==> src/include/rtc_pkg.sv <==
package rtc_pkg;
  // ---------------------------------------------------------------
  // Register offsets
  // ---------------------------------------------------------------
  localparam logic [3:0] ADDR_SECONDS = 4'h0;
  localparam logic [3:0] ADDR_MINUTES = 4'h1;
  localparam logic [3:0] ADDR_HOURS = 4'h2;
  localparam logic [3:0] ADDR_WEEKDAY = 4'h3;
  localparam logic [3:0] ADDR_MONTHDAY = 4'h4;
  localparam logic [3:0] ADDR_MONTH = 4'h5;
  localparam logic [3:0] ADDR_YEAR = 4'h6;
  localparam logic [3:0] ADDR_TRIM = 4'h7;
  // ---------------------------------------------------------------
  // Implemented bits per register
  // ---------------------------------------------------------------
  localparam logic [7:0] MASK_SECONDS = 8'h7F;
  localparam logic [7:0] MASK_MINUTES = 8'h7F;
  localparam logic [7:0] MASK_HOURS = 8'h3F;
  localparam logic [7:0] MASK_WEEKDAY = 8'h07;
  localparam logic [7:0] MASK_MONTHDAY = 8'h3F;
  localparam logic [7:0] MASK_MONTH = 8'h9F;
  localparam logic [7:0] MASK_TRIM = 8'h7F;
  // ---------------------------------------------------------------
  // Field positions
  // ---------------------------------------------------------------
  localparam int HOUR_PM_BIT = 5;
  localparam int CENTURY_BIT = 7;
  localparam int TRIM_GUARD_BIT = 7;
  localparam int TRIM_DIR_BIT = 6;
  // ---------------------------------------------------------------
  // Values after reset
  // ---------------------------------------------------------------
  localparam logic [7:0] RST_SECONDS = 8'h00;
  localparam logic [7:0] RST_MINUTES = 8'h00;
  localparam logic [7:0] RST_HOURS = 8'h00;
  localparam logic [2:0] RST_WEEKDAY = 3'h0;
  localparam logic [7:0] RST_MONTHDAY = 8'h01;
  localparam logic [7:0] RST_MONTH = 8'h01;
  localparam logic [7:0] RST_YEAR = 8'h00;
  localparam logic [7:0] RST_TRIM = 8'h00;
  // ---------------------------------------------------------------
  // Divider counts and last weekday
  // ---------------------------------------------------------------
  localparam logic [15:0] TICKS_PER_SECOND = 16'h8000;
  localparam logic [15:0] TERM_BASE = 16'h7FFF;
  localparam logic [15:0] TRIM_UP_BIAS = 16'h0002;
  localparam logic [15:0] TRIM_DOWN_BIAS = 16'h0080;
  localparam logic [2:0] WEEKDAY_LAST = 3'h6;

  // BCD increment of a two-digit value
  function automatic logic [7:0] bcd_inc(input logic [7:0] v);
    if (v[3:0] == 4'h9) begin
      return {4'(v[7:4] + 4'h1), 4'h0};
    end
    return {v[7:4], 4'(v[3:0] + 4'h1)};
  endfunction

  function automatic logic is_leap(input logic [7:0] yr);
    if (yr[4]) begin
      return (yr[3:0] == 4'h2) || (yr[3:0] == 4'h6);
    end
    return (yr[3:0] == 4'h0) || (yr[3:0] == 4'h4) || (yr[3:0] == 4'h8);
  endfunction

  function automatic logic [7:0] last_day(input logic [4:0] mon, input logic [7:0] yr);
    if (mon == 5'h02) begin
      return is_leap(yr) ? 8'h29 : 8'h28;
    end
    if (mon == 5'h04 || mon == 5'h06 || mon == 5'h09 || mon == 5'h11) begin
      return 8'h30;
    end
    return 8'h31;
  endfunction

  // Last divider count of a second under the given trim value
  function automatic logic [15:0] trim_term(input logic [7:0] trim);
    if (trim[5:1] == 5'h00) begin
      return TERM_BASE;
    end
    return 16'(TERM_BASE + {9'h000, trim[5:0], 1'b0}
      - (trim[TRIM_DIR_BIT] ? TRIM_DOWN_BIAS : TRIM_UP_BIAS));
  endfunction
endpackage

==> src/include/sec_div_if.sv <==
interface sec_div_if;
  logic tick;
  logic clear_div;
  logic [15:0] term_cnt;
  logic sec_pulse;
  modport ctrl (output tick, output clear_div, output term_cnt, input sec_pulse);
  modport div (input tick, input clear_div, input term_cnt, output sec_pulse);
endinterface

==> src/hdl/sec_divider.sv <==
module sec_divider
  import rtc_pkg::*;
(
  input wire logic ref_clk,
  input wire logic srst,
  sec_div_if.div dv
);
  logic [15:0] cnt_ff;
  logic pulse_ff;

  always_ff @(posedge ref_clk) begin
    if (srst || dv.clear_div) begin
      cnt_ff <= 16'h0000;
    end else if (dv.tick) begin
      cnt_ff <= (cnt_ff >= dv.term_cnt) ? 16'h0000 : 16'(cnt_ff + 16'h0001);
    end
  end

  always_ff @(posedge ref_clk) begin
    if (srst) begin
      pulse_ff <= 1'b0;
    end else begin
      pulse_ff <= dv.tick && !dv.clear_div && (cnt_ff >= dv.term_cnt);
    end
  end

  assign dv.sec_pulse = pulse_ff;
endmodule // sec_divider

==> src/hdl/weekday_counter.sv <==
module weekday_counter
  import rtc_pkg::*;
(
  input wire logic ref_clk,
  input wire logic srst,
  input wire logic day_carry,
  input wire logic wr_en,
  input wire logic [2:0] wr_data,
  output logic [2:0] weekday
);
  logic [2:0] weekday_ff;

  always_ff @(posedge ref_clk) begin
    if (srst) begin
      weekday_ff <= RST_WEEKDAY;
    end else if (wr_en) begin
      weekday_ff <= wr_data;
    end else if (day_carry) begin
      weekday_ff <= (weekday_ff == WEEKDAY_LAST) ? 3'h0 : 3'(weekday_ff + 3'h1);
    end
  end

  assign weekday = weekday_ff;
endmodule // weekday_counter

==> src/hdl/rtc_timekeeper.sv <==
module rtc_timekeeper
  import rtc_pkg::*;
(
  input wire logic ref_clk,
  input wire logic srst,
  input wire logic xtal_tick,
  input wire logic osc_halt_flag,
  input wire logic mode_24h,
  input wire logic [3:0] reg_addr,
  input wire logic [7:0] reg_wdata,
  input wire logic reg_wr,
  input wire logic reg_rd,
  output logic [7:0] reg_rdata_ff
);
  // ---------------------------------------------------------------
  // Counter state
  // ---------------------------------------------------------------
  logic [7:0] seconds_ff;
  logic [7:0] minutes_ff;
  logic [7:0] hours_ff;
  logic [7:0] monthday_ff;
  logic [4:0] month_ff;
  logic century_ff;
  logic [7:0] year_ff;
  logic [7:0] trim_ff;
  logic trim_active_ff;
  logic trim_written_ff;
  logic [2:0] weekday;

  logic wr_sec;
  logic wr_min;
  logic wr_hour;
  logic wr_wday;
  logic wr_mday;
  logic wr_month;
  logic wr_year;
  logic wr_trim;
  logic sec_pulse;
  logic sec_carry;
  logic min_carry;
  logic day_carry;
  logic month_carry;
  logic year_carry;
  logic century_carry;
  logic adjust_second;
  logic [7:0] nxt_hours;
  logic hour_carry;
  logic [7:0] nxt_rdata;

  sec_div_if div_bus ();

  // ---------------------------------------------------------------
  // Register write decode
  // ---------------------------------------------------------------
  always_comb begin
    wr_sec = 1'b0;
    wr_min = 1'b0;
    wr_hour = 1'b0;
    wr_wday = 1'b0;
    wr_mday = 1'b0;
    wr_month = 1'b0;
    wr_year = 1'b0;
    wr_trim = 1'b0;
    if (!reg_wr) begin
      wr_sec = 1'b0;
    end else if (reg_addr == ADDR_SECONDS) begin
      wr_sec = 1'b1;
    end else if (reg_addr == ADDR_MINUTES) begin
      wr_min = 1'b1;
    end else if (reg_addr == ADDR_HOURS) begin
      wr_hour = 1'b1;
    end else if (reg_addr == ADDR_WEEKDAY) begin
      wr_wday = 1'b1;
    end else if (reg_addr == ADDR_MONTHDAY) begin
      wr_mday = 1'b1;
    end else if (reg_addr == ADDR_MONTH) begin
      wr_month = 1'b1;
    end else if (reg_addr == ADDR_YEAR) begin
      wr_year = 1'b1;
    end else if (reg_addr == ADDR_TRIM) begin
      wr_trim = 1'b1;
    end
  end

  // ---------------------------------------------------------------
  // Hour stepping in both modes
  // ---------------------------------------------------------------
  always_comb begin
    hour_carry = 1'b0;
    nxt_hours = bcd_inc(hours_ff);
    if (mode_24h) begin
      if (hours_ff == 8'h23) begin
        nxt_hours = 8'h00;
        hour_carry = 1'b1;
      end
    end else begin
      if (hours_ff[4:0] == 5'h11) begin
        nxt_hours = {2'b00, !hours_ff[HOUR_PM_BIT], 5'h12};
        hour_carry = hours_ff[HOUR_PM_BIT];
      end else if (hours_ff[4:0] == 5'h12) begin
        nxt_hours = {2'b00, hours_ff[HOUR_PM_BIT], 5'h01};
      end else begin
        nxt_hours = {2'b00, hours_ff[HOUR_PM_BIT], 5'(bcd_inc({3'h0, hours_ff[4:0]}))};
      end
    end
  end

  // ---------------------------------------------------------------
  // Carry chain
  // ---------------------------------------------------------------
  assign sec_pulse = div_bus.sec_pulse;
  assign sec_carry = sec_pulse && (seconds_ff == 8'h59);
  assign min_carry = sec_carry && (minutes_ff == 8'h59);
  assign day_carry = min_carry && hour_carry;
  assign month_carry = day_carry && (monthday_ff == last_day(month_ff, year_ff));
  assign year_carry = month_carry && (month_ff == 5'h12);
  assign century_carry = year_carry && (year_ff == 8'h99);

  // ---------------------------------------------------------------
  // Time counters
  // ---------------------------------------------------------------
  always_ff @(posedge ref_clk) begin
    if (srst) begin
      seconds_ff <= RST_SECONDS;
    end else if (wr_sec) begin
      seconds_ff <= reg_wdata & MASK_SECONDS;
    end else if (sec_pulse) begin
      seconds_ff <= sec_carry ? 8'h00 : bcd_inc(seconds_ff);
    end
  end

  always_ff @(posedge ref_clk) begin
    if (srst) begin
      minutes_ff <= RST_MINUTES;
    end else if (wr_min) begin
      minutes_ff <= reg_wdata & MASK_MINUTES;
    end else if (sec_carry) begin
      minutes_ff <= min_carry ? 8'h00 : bcd_inc(minutes_ff);
    end
  end

  always_ff @(posedge ref_clk) begin
    if (srst) begin
      hours_ff <= RST_HOURS;
    end else if (wr_hour) begin
      hours_ff <= reg_wdata & MASK_HOURS;
    end else if (min_carry) begin
      hours_ff <= nxt_hours;
    end
  end

  // ---------------------------------------------------------------
  // Calendar counters
  // ---------------------------------------------------------------
  always_ff @(posedge ref_clk) begin
    if (srst) begin
      monthday_ff <= RST_MONTHDAY;
    end else if (wr_mday) begin
      monthday_ff <= reg_wdata & MASK_MONTHDAY;
    end else if (day_carry) begin
      monthday_ff <= month_carry ? 8'h01 : bcd_inc(monthday_ff);
    end
  end

  always_ff @(posedge ref_clk) begin
    if (srst) begin
      month_ff <= RST_MONTH[4:0];
    end else if (wr_month) begin
      month_ff <= reg_wdata[4:0];
    end else if (month_carry) begin
      month_ff <= year_carry ? 5'h01 : 5'(bcd_inc({3'h0, month_ff}));
    end
  end

  always_ff @(posedge ref_clk) begin
    if (srst) begin
      century_ff <= RST_MONTH[CENTURY_BIT];
    end else if (wr_month) begin
      century_ff <= reg_wdata[CENTURY_BIT];
    end else if (century_carry) begin
      century_ff <= !century_ff;
    end
  end

  always_ff @(posedge ref_clk) begin
    if (srst) begin
      year_ff <= RST_YEAR;
    end else if (wr_year) begin
      year_ff <= reg_wdata;
    end else if (year_carry) begin
      year_ff <= century_carry ? 8'h00 : bcd_inc(year_ff);
    end
  end

  weekday_counter u_weekday (
    .ref_clk(ref_clk),
    .srst(srst),
    .day_carry(day_carry),
    .wr_en(wr_wday),
    .wr_data(reg_wdata[2:0]),
    .weekday(weekday)
  );

  // ---------------------------------------------------------------
  // Rate trim
  // ---------------------------------------------------------------
  always_ff @(posedge ref_clk) begin
    if (srst || osc_halt_flag) begin
      trim_ff <= RST_TRIM;
    end else if (wr_trim && !reg_wdata[TRIM_GUARD_BIT]) begin
      trim_ff <= reg_wdata & MASK_TRIM;
    end
  end

  always_ff @(posedge ref_clk) begin
    if (srst || osc_halt_flag) begin
      trim_active_ff <= 1'b0;
    end else if (wr_trim && !reg_wdata[TRIM_GUARD_BIT]) begin
      trim_active_ff <= 1'b1;
    end
  end

  // Write seen within the current second blocks its adjustment
  always_ff @(posedge ref_clk) begin
    if (srst) begin
      trim_written_ff <= 1'b0;
    end else if (wr_trim && !reg_wdata[TRIM_GUARD_BIT]) begin
      trim_written_ff <= 1'b1;
    end else if (sec_pulse || wr_sec) begin
      trim_written_ff <= 1'b0;
    end
  end

  assign adjust_second = trim_active_ff && !trim_written_ff
    && (seconds_ff == 8'h00 || seconds_ff == 8'h20 || seconds_ff == 8'h40);

  // Crystal tick passes through untouched; only the terminal count moves
  assign div_bus.tick = xtal_tick;
  assign div_bus.clear_div = wr_sec;
  assign div_bus.term_cnt = adjust_second ? trim_term(trim_ff) : TERM_BASE;

  sec_divider u_divider (
    .ref_clk(ref_clk),
    .srst(srst),
    .dv(div_bus)
  );

  // ---------------------------------------------------------------
  // Register read
  // ---------------------------------------------------------------
  always_comb begin
    nxt_rdata = 8'h00;
    if (reg_addr == ADDR_SECONDS) begin
      nxt_rdata = seconds_ff & MASK_SECONDS;
    end else if (reg_addr == ADDR_MINUTES) begin
      nxt_rdata = minutes_ff & MASK_MINUTES;
    end else if (reg_addr == ADDR_HOURS) begin
      nxt_rdata = hours_ff & MASK_HOURS;
    end else if (reg_addr == ADDR_WEEKDAY) begin
      nxt_rdata = {5'h00, weekday};
    end else if (reg_addr == ADDR_MONTHDAY) begin
      nxt_rdata = monthday_ff & MASK_MONTHDAY;
    end else if (reg_addr == ADDR_MONTH) begin
      nxt_rdata = {century_ff, 2'b00, month_ff};
    end else if (reg_addr == ADDR_YEAR) begin
      nxt_rdata = year_ff;
    end else if (reg_addr == ADDR_TRIM) begin
      nxt_rdata = trim_ff & MASK_TRIM;
    end
  end

  always_ff @(posedge ref_clk) begin
    if (srst) begin
      reg_rdata_ff <= 8'h00;
    end else if (reg_rd) begin
      reg_rdata_ff <= nxt_rdata;
    end
  end
endmodule // rtc_timekeeper

==> config.mk <==
export PLATFORM = sky130hd
export DESIGN_NAME = rtc_timekeeper
export DESIGN_NICKNAME = d
export VERILOG_FILES = /design/src/include/rtc_pkg.sv /design/src/include/sec_div_if.sv /design/src/hdl/sec_divider.sv /design/src/hdl/weekday_counter.sv /design/src/hdl/rtc_timekeeper.sv
export SDC_FILE = /design/constraint.sdc
export NUM_CORES = 1
export LEC_CHECK = 0
export BUFFER_PORTS_ARGS = -buffer_cell sky130_fd_sc_hd__buf_2
export CAP_MARGIN = 5
export CORE_AREA = 2 2 139 141
export CTS_CLUSTER_DIAMETER = 80
export CTS_CLUSTER_SIZE = 25
export DETAILED_ROUTE_END_ITERATION = 6
export DIE_AREA = 0 0 141 143
export GPL_ROUTABILITY_DRIVEN = 0
export PLACE_DENSITY = 0.54
export SLEW_MARGIN = 20
export SYNTH_ARGS = -nofsm -noshare
export SYNTH_HDL_FRONTEND = slang
export SYNTH_HIERARCHICAL = 1
export SYNTH_SLANG_ARGS = --single-unit
export TNS_END_PERCENT = 5
==> constraint.sdc <==
create_clock -name ref_clk -period 5.45 [get_ports ref_clk]
set_input_delay 0.545 -clock ref_clk [delete_from_list [all_inputs] [get_ports ref_clk]]
set_output_delay 0.545 -clock ref_clk [all_outputs]
set_load 0.03 [all_outputs]
# Yosys cells after proc, flatten, opt, wreduce, memory -nomap -nowiden
# Cells that the tools add are included.
# totals
elab_cells	283
register_bits	83
input_bits	19
# classes
n_mux	140
addsub	17
reduce_logical	65
eq_ne	35
magnitude_cmp	1
# ops
cell	count
two-way mux 8 bit	30
two-way mux 1 bit	85
two-way mux 16 bit	4
adder 4 x 1 -> 4 bit, second input constant	11
two-way mux 5 bit	8
two-way mux 7 bit	5
two-way mux 6 bit	5
== test 4 bit, second input constant	7
== test 4 x 3 -> 1 bit, second input constant	6
== test 8 x 7 -> 1 bit, second input constant	3
nonzero test 2 bit	12
== test 5 bit, second input constant	4
AND reduction 2 bit	9
nonzero test 3 bit	6
adder 15 x 7 -> 16 bit, first input constant	1
adder 16 x 1 -> 16 bit, second input constant	1
== test 8 x 6 -> 1 bit, second input constant	2
>= comparator 16 bit	1
subtractor 16 x 8 -> 16 bit	1
== test 4 x 2 -> 1 bit, second input constant	3
logical AND 1 bit	11
logical OR 1 bit	11
== test 5 x 3 -> 1 bit, second input constant	2
two-way mux 3 bit	3
other kinds (17)	27

# Logic depth before layout (Yosys ltp)
# depth
depth_word	20
ltp_mapped	15
mapped_depth_nobuf	14

# Hierarchy
# The synthesis kept the hierarchy.
# modules_own_cells
mod	instances	area_each_um2	seq_area_each_um2	cells_each
rtc_timekeeper	1	4360.4	1261.2	561
sec_divider	1	1184.9	340.3	141
weekday_counter	1	161.4	60.1	19

# Worst setup path after synthesis
# Ideal clock, no wire load.
# synth_timing
kind	register to register
start	reg trim_ff[0]
end	reg u_divider.cnt_ff[13]
setup_time_ps	115
path_buffers	1
stages_incl_launch_ff	16
setup_slack_ps	2600
required_time_ps	5335
arrival_ps	2735
cell_sequence	dfxtp_1 ha_1 inv_1 ha_1 nand2_1 or3_1 ha_1 or3_1 inv_1 ha_1 nand4_1 a21oi_1 nand3_2 a31oi_4 buf_6 nor2_1
# synth_between
elab_chain_cells	6
# synth_rtl
item	line	text
from (decl)	rtc_timekeeper.sv:25	logic [7:0] trim_ff;
from (signal assigned)	rtc_timekeeper.sv:211	trim_ff <= reg_wdata & MASK_TRIM;
adder 15 x 7 -> 16 bit	rtc_pkg.sv:80	return 16'(TERM_BASE + {9'h000, trim[5:0], 1'b0}
subtractor 16 x 8 -> 16 bit	rtc_pkg.sv:81	- (trim[TRIM_DIR_BIT] ? TRIM_DOWN_BIAS : TRIM_UP_BIAS));
two-way mux 16 bit	rtc_pkg.sv:80	
two-way mux 16 bit	rtc_timekeeper.sv:240	assign div_bus.term_cnt = adjust_second ? trim_term(trim_ff) : TERM_BASE;
named net div_bus.term_cnt[7]	sec_div_if.sv:4	logic [15:0] term_cnt;
>= comparator 16 bit	sec_divider.sv:15	cnt_ff <= (cnt_ff >= dv.term_cnt) ? 16'h0000 : 16'(cnt_ff + 16'h0001);
two-way mux 16 bit	sec_divider.sv:15	
to (signal assigned)	sec_divider.sv:15	
to (decl)	sec_divider.sv:8	logic [15:0] cnt_ff;
# The timed path passes the listed nets, and every way through them passes these cells.
# A chain may end at the register's enable or synchronous reset.

# Final worst setup path
# layout_timing
start	reg seconds_ff[0]
end	reg u_divider.cnt_ff[6]
# layout_between
elab_chain_cells	7
elab_cells_between_ends	9
cone_classes	1 x order compare; 2 x eq/ne; 2 x mux; 4 x reduce/logical
# layout_rtl
item	line	text
from (decl)	rtc_timekeeper.sv:18	logic [7:0] seconds_ff;
from (signal assigned)	rtc_timekeeper.sv:126	seconds_ff <= reg_wdata & MASK_SECONDS;
from (signal assigned)	rtc_timekeeper.sv:128	seconds_ff <= sec_carry ? 8'h00 : bcd_inc(seconds_ff);
== test 8 x 6 -> 1 bit / zero test 8 bit (equally long branches)	rtc_timekeeper.sv:235	&& (seconds_ff == 8'h00 || seconds_ff == 8'h20 || seconds_ff == 8'h40);
logical OR 1 bit	rtc_timekeeper.sv:235	
logical OR 1 bit *	rtc_timekeeper.sv:235	
logical AND 1 bit *	rtc_timekeeper.sv:235	
two-way mux 16 bit *	rtc_timekeeper.sv:240	
named net div_bus.term_cnt[15]	sec_div_if.sv:4	
>= comparator 16 bit *	sec_divider.sv:15	
two-way mux 16 bit *	sec_divider.sv:15	
# Mark *: on every way through the listed nets, which the timed path passes. The rest lies on a longest branch.

==> impl_metrics.tcl <==
set metrics [dict create \
    setup-violations-final 0 \
    synthFlopType "dfxtp_1" \
    initial_core_util 0.307 \
    num_rows 50 \
    antenna_found_initial 1 \
    cts_buffer_depth 2 \
    reg2reg_depth 11 \
    synth_top_area_frac 0.291 \
    slew_headroom 0.394 \
    die_h_um 143 \
    worst_pin_slew_ns 0.902 \
    syn_nets 775 \
    yosysWarnings 6 \
    min_period_ns 3.27 \
    postRouteAntennaNets 0 \
    netlist_area_mm2 0.00571 \
    cts_buffers 9 \
    cts_setup_buffers 0 \
    clkLatencyLatePin_ns 0.35 \
    die_w_um 141 \
    cts.sinks 83 \
    fin_area_mm2 0.00628 \
    wirelength_mm 15.6 \
    cpMostUsedCell "nor2_1" \
    syn_inst 721 \
    antenna_cells 0 \
    fin_cells 962 \
    nets 777 \
    cap_viol_max_count 0 \
    hpwl_mm 11.0 \
    status "completed" \
    skew_ns 0.0109 \
    synth.distinct_cells 78 \
    min-delay-start "reg_rdata_ff[5]" \
    placed_area_mm2 0.00597 \
    ioPinCount 27 \
    cts-root-buf "clkbuf_16" \
    max_stage_delay_ns 0.51 \
    yosys-top-cells-count "102 x nor2_1, 83 x dfxtp_1, 63 x nand2_1" \
    grt_pass1_wl_mm 25.9 \
    worstHoldPathCells 2 \
    hold_viol 0 \
    slew_violations 0 \
    synth_area_leaders "dfxtp_1 29%, ha_1 7.7%, nor2_1 6.7%" \
    synth_edf_count 0 \
    synth-seq-area-share 0.291 \
    yosysMostFrequentCell "nor2_1" \
    power-per-cell-area_mw_per_mm2 219 \
    die_area_mm2 0.0202 \
    p_leak_nw 2.40 \
    r2r_setup_slack_ns 2.18 \
    worst-path-max-fanout 15 \
    endpoint_kind "flip-flop" \
    grt_overflow_total 0 \
    async_reset_ff_frac 0 \
    ys_ff_latch 83 \
    worstPathArrival_ns 3.49 \
    vias 5131 \
    tritoncts "built" \
    drive_above_1_share 0.104 \
    slowest_stage "nor2_1" \
    htreeDepth 3 \
    routed_via_density 5.33 \
    yosysTopAreaCell "dfxtp_1" \
    postCtsResizedCells 0 \
    vdd_ir_drop_max_uv 138 \
    finalCritPeriodShare 0.600 \
    min_path_type "reg2reg" \
    rsz0062_at_grt "false" \
    fp.coreArea_mm2 0.0186 \
    critPathKind "reg2reg" \
    dp_cells 946 \
    avgSynthCellArea_um2 7.92 \
    drc_errors 0 \
    crit_required_ns 5.67 \
    drt-initial-drc-count 257 \
    synthToLayoutAreaGrowth_pct 10.0 \
    worstReg2RegStart "seconds_ff[0]" \
    post_drt_wl_per_cell_um 16.2 \
    fmax_mhz 306 \
    hold_slack_ns 0.470 \
    ctsHoldBuffers 0 \
    grt_max_degree 63 \
    start_kind "flip-flop" \
    crit_start "seconds_ff[0]" \
    tns_ns 0 \
    grt_pass1_vias 4811 \
    firstDrtPassIters 5 \
    worstPathCellList "nor4_1 -> o2111ai_1 -> nor2_1 -> and2_1 -> inv_1 -> ha_1 -> nand4_2 -> nor3_2 -> nand3_2 -> a31oi_4 -> nor2_1" \
    holdPathEnd "reg_rdata_ff[5]" \
    reg2reg_to "u_divider/cnt_ff[6]" \
    track_usage 0.162 \
    clk_pin_slew_ns 0.06 \
    port_buffers 26 \
]
[logic make-up (layout without fill, tap and decap cells)]
family,count (synthesis),in the layout,synth area share
simple gates,308,308,0.280
compound gates,163,163,0.199
flops,83,83,0.291
buf+inv,78,85,0.0561
fa+ha+maj,35,35,0.0767
xor+xnor,28,28,0.0430
mux,25,25,0.0535
other cells,1,1,0.000657
[layer usage]
metal | routed length [um] | part of all wire | track usage | up-vias
li1 | - | - | - | 2601
met1 | 7390 | 0.47 | 0.218 | 2398
met2 | 7200 | 0.46 | 0.264 | 108
met3 | 707 | 0.045 | 0.0309 | 22
met4 | 272 | 0.017 | 0.0516 | 2
met5 | 7 | 0.00045 | 0 | -
[worst max-delay path, delay by kind of cell, from the launching register on]
| kind | cells | cell delay [ns] |
|---|---|---|
| flip-flops | 1 | 0.40 |
| buffers and inverters | 1 | 0.04 |
| adder cells (fa/ha/maj) | 1 | 0.32 |
| AND/OR/NAND/NOR | 7 | 1.74 |
| AO/OA/AOI/OAI | 2 | 0.63 |
[per-stage QoR]
stage	util	setup slack, ns	power, mW
after floorplan	-	2.60	0.715
after global placement	0.322	2.32	0.756
after detailed placement	0.322	2.15	0.755
after CTS	0.338	2.13	1.40
after global routing	0.338	1.84	1.43
final	0.338	2.18	1.38
[layout make-up]
type / instances / area [um^2]
inverters: 42 / 158
clock buffers: 11 / 243
well taps: 234 / 293
flip-flops and latches: 83 / 1660
repair buffers: 27 / 138
fillers: 1997 / 12300
clock inverters: 5 / 61.3
multi-input cells: 560 / 3720
[registers in the layout, summed over array words and instances (netlist names)]
register                flops
hours_ff                    8
u_weekday/weekday           3
trim_active_ff              1
trim_ff                     7
u_divider/dv.sec_pulse      1
u_divider/cnt_ff           16
century_ff                  1
month_ff                    5
monthday_ff                 8
trim_written_ff             1
year_ff                     8
minutes_ff                  8
seconds_ff                  8
reg_rdata_ff                8
[power breakdown]
group	internal, mW	switching [mW]
registers	0.617	0.0174
clock network	0.369	0.266
logic	0.0373	0.0692
total	1.02	0.353
[cell usage in the layout, fill, tap and decap left out, types with 10 or more instances in the layout]
master	count
mux2i_1	17
nor2_1	102
xnor2_1	11
a21oi_1	33
inv_1	41
o21ai_0	37
a211oi_1	24
nand2_1	63
nor2b_1	12
buf_2	26
ha_1	35
a31oi_1	10
nand4_1	14
xor2_1	17
dfxtp_1	83
nor3_1	22
nand3_1	25
[worst max path at each step]
| stage | endpoint | slack (ns) | cells past startpoint |
|---|---|---|---|
| 6_report | u_divider/cnt_ff[6] | 2.18 | 11 |
| 2_1_floorplan | u_divider/cnt_ff[13] | 2.60 | 15 |
| 3_3_place_gp | u_divider/cnt_ff[11] | 2.32 | 14 |
| 4_1_cts | u_divider/cnt_ff[6] | 2.13 | 11 |
| 3_5_place_dp | u_divider/cnt_ff[9] | 2.15 | 11 |
| 5_1_grt | u_divider/cnt_ff[1] | 1.84 | 11 |
(Power assumes the default switching activity.)
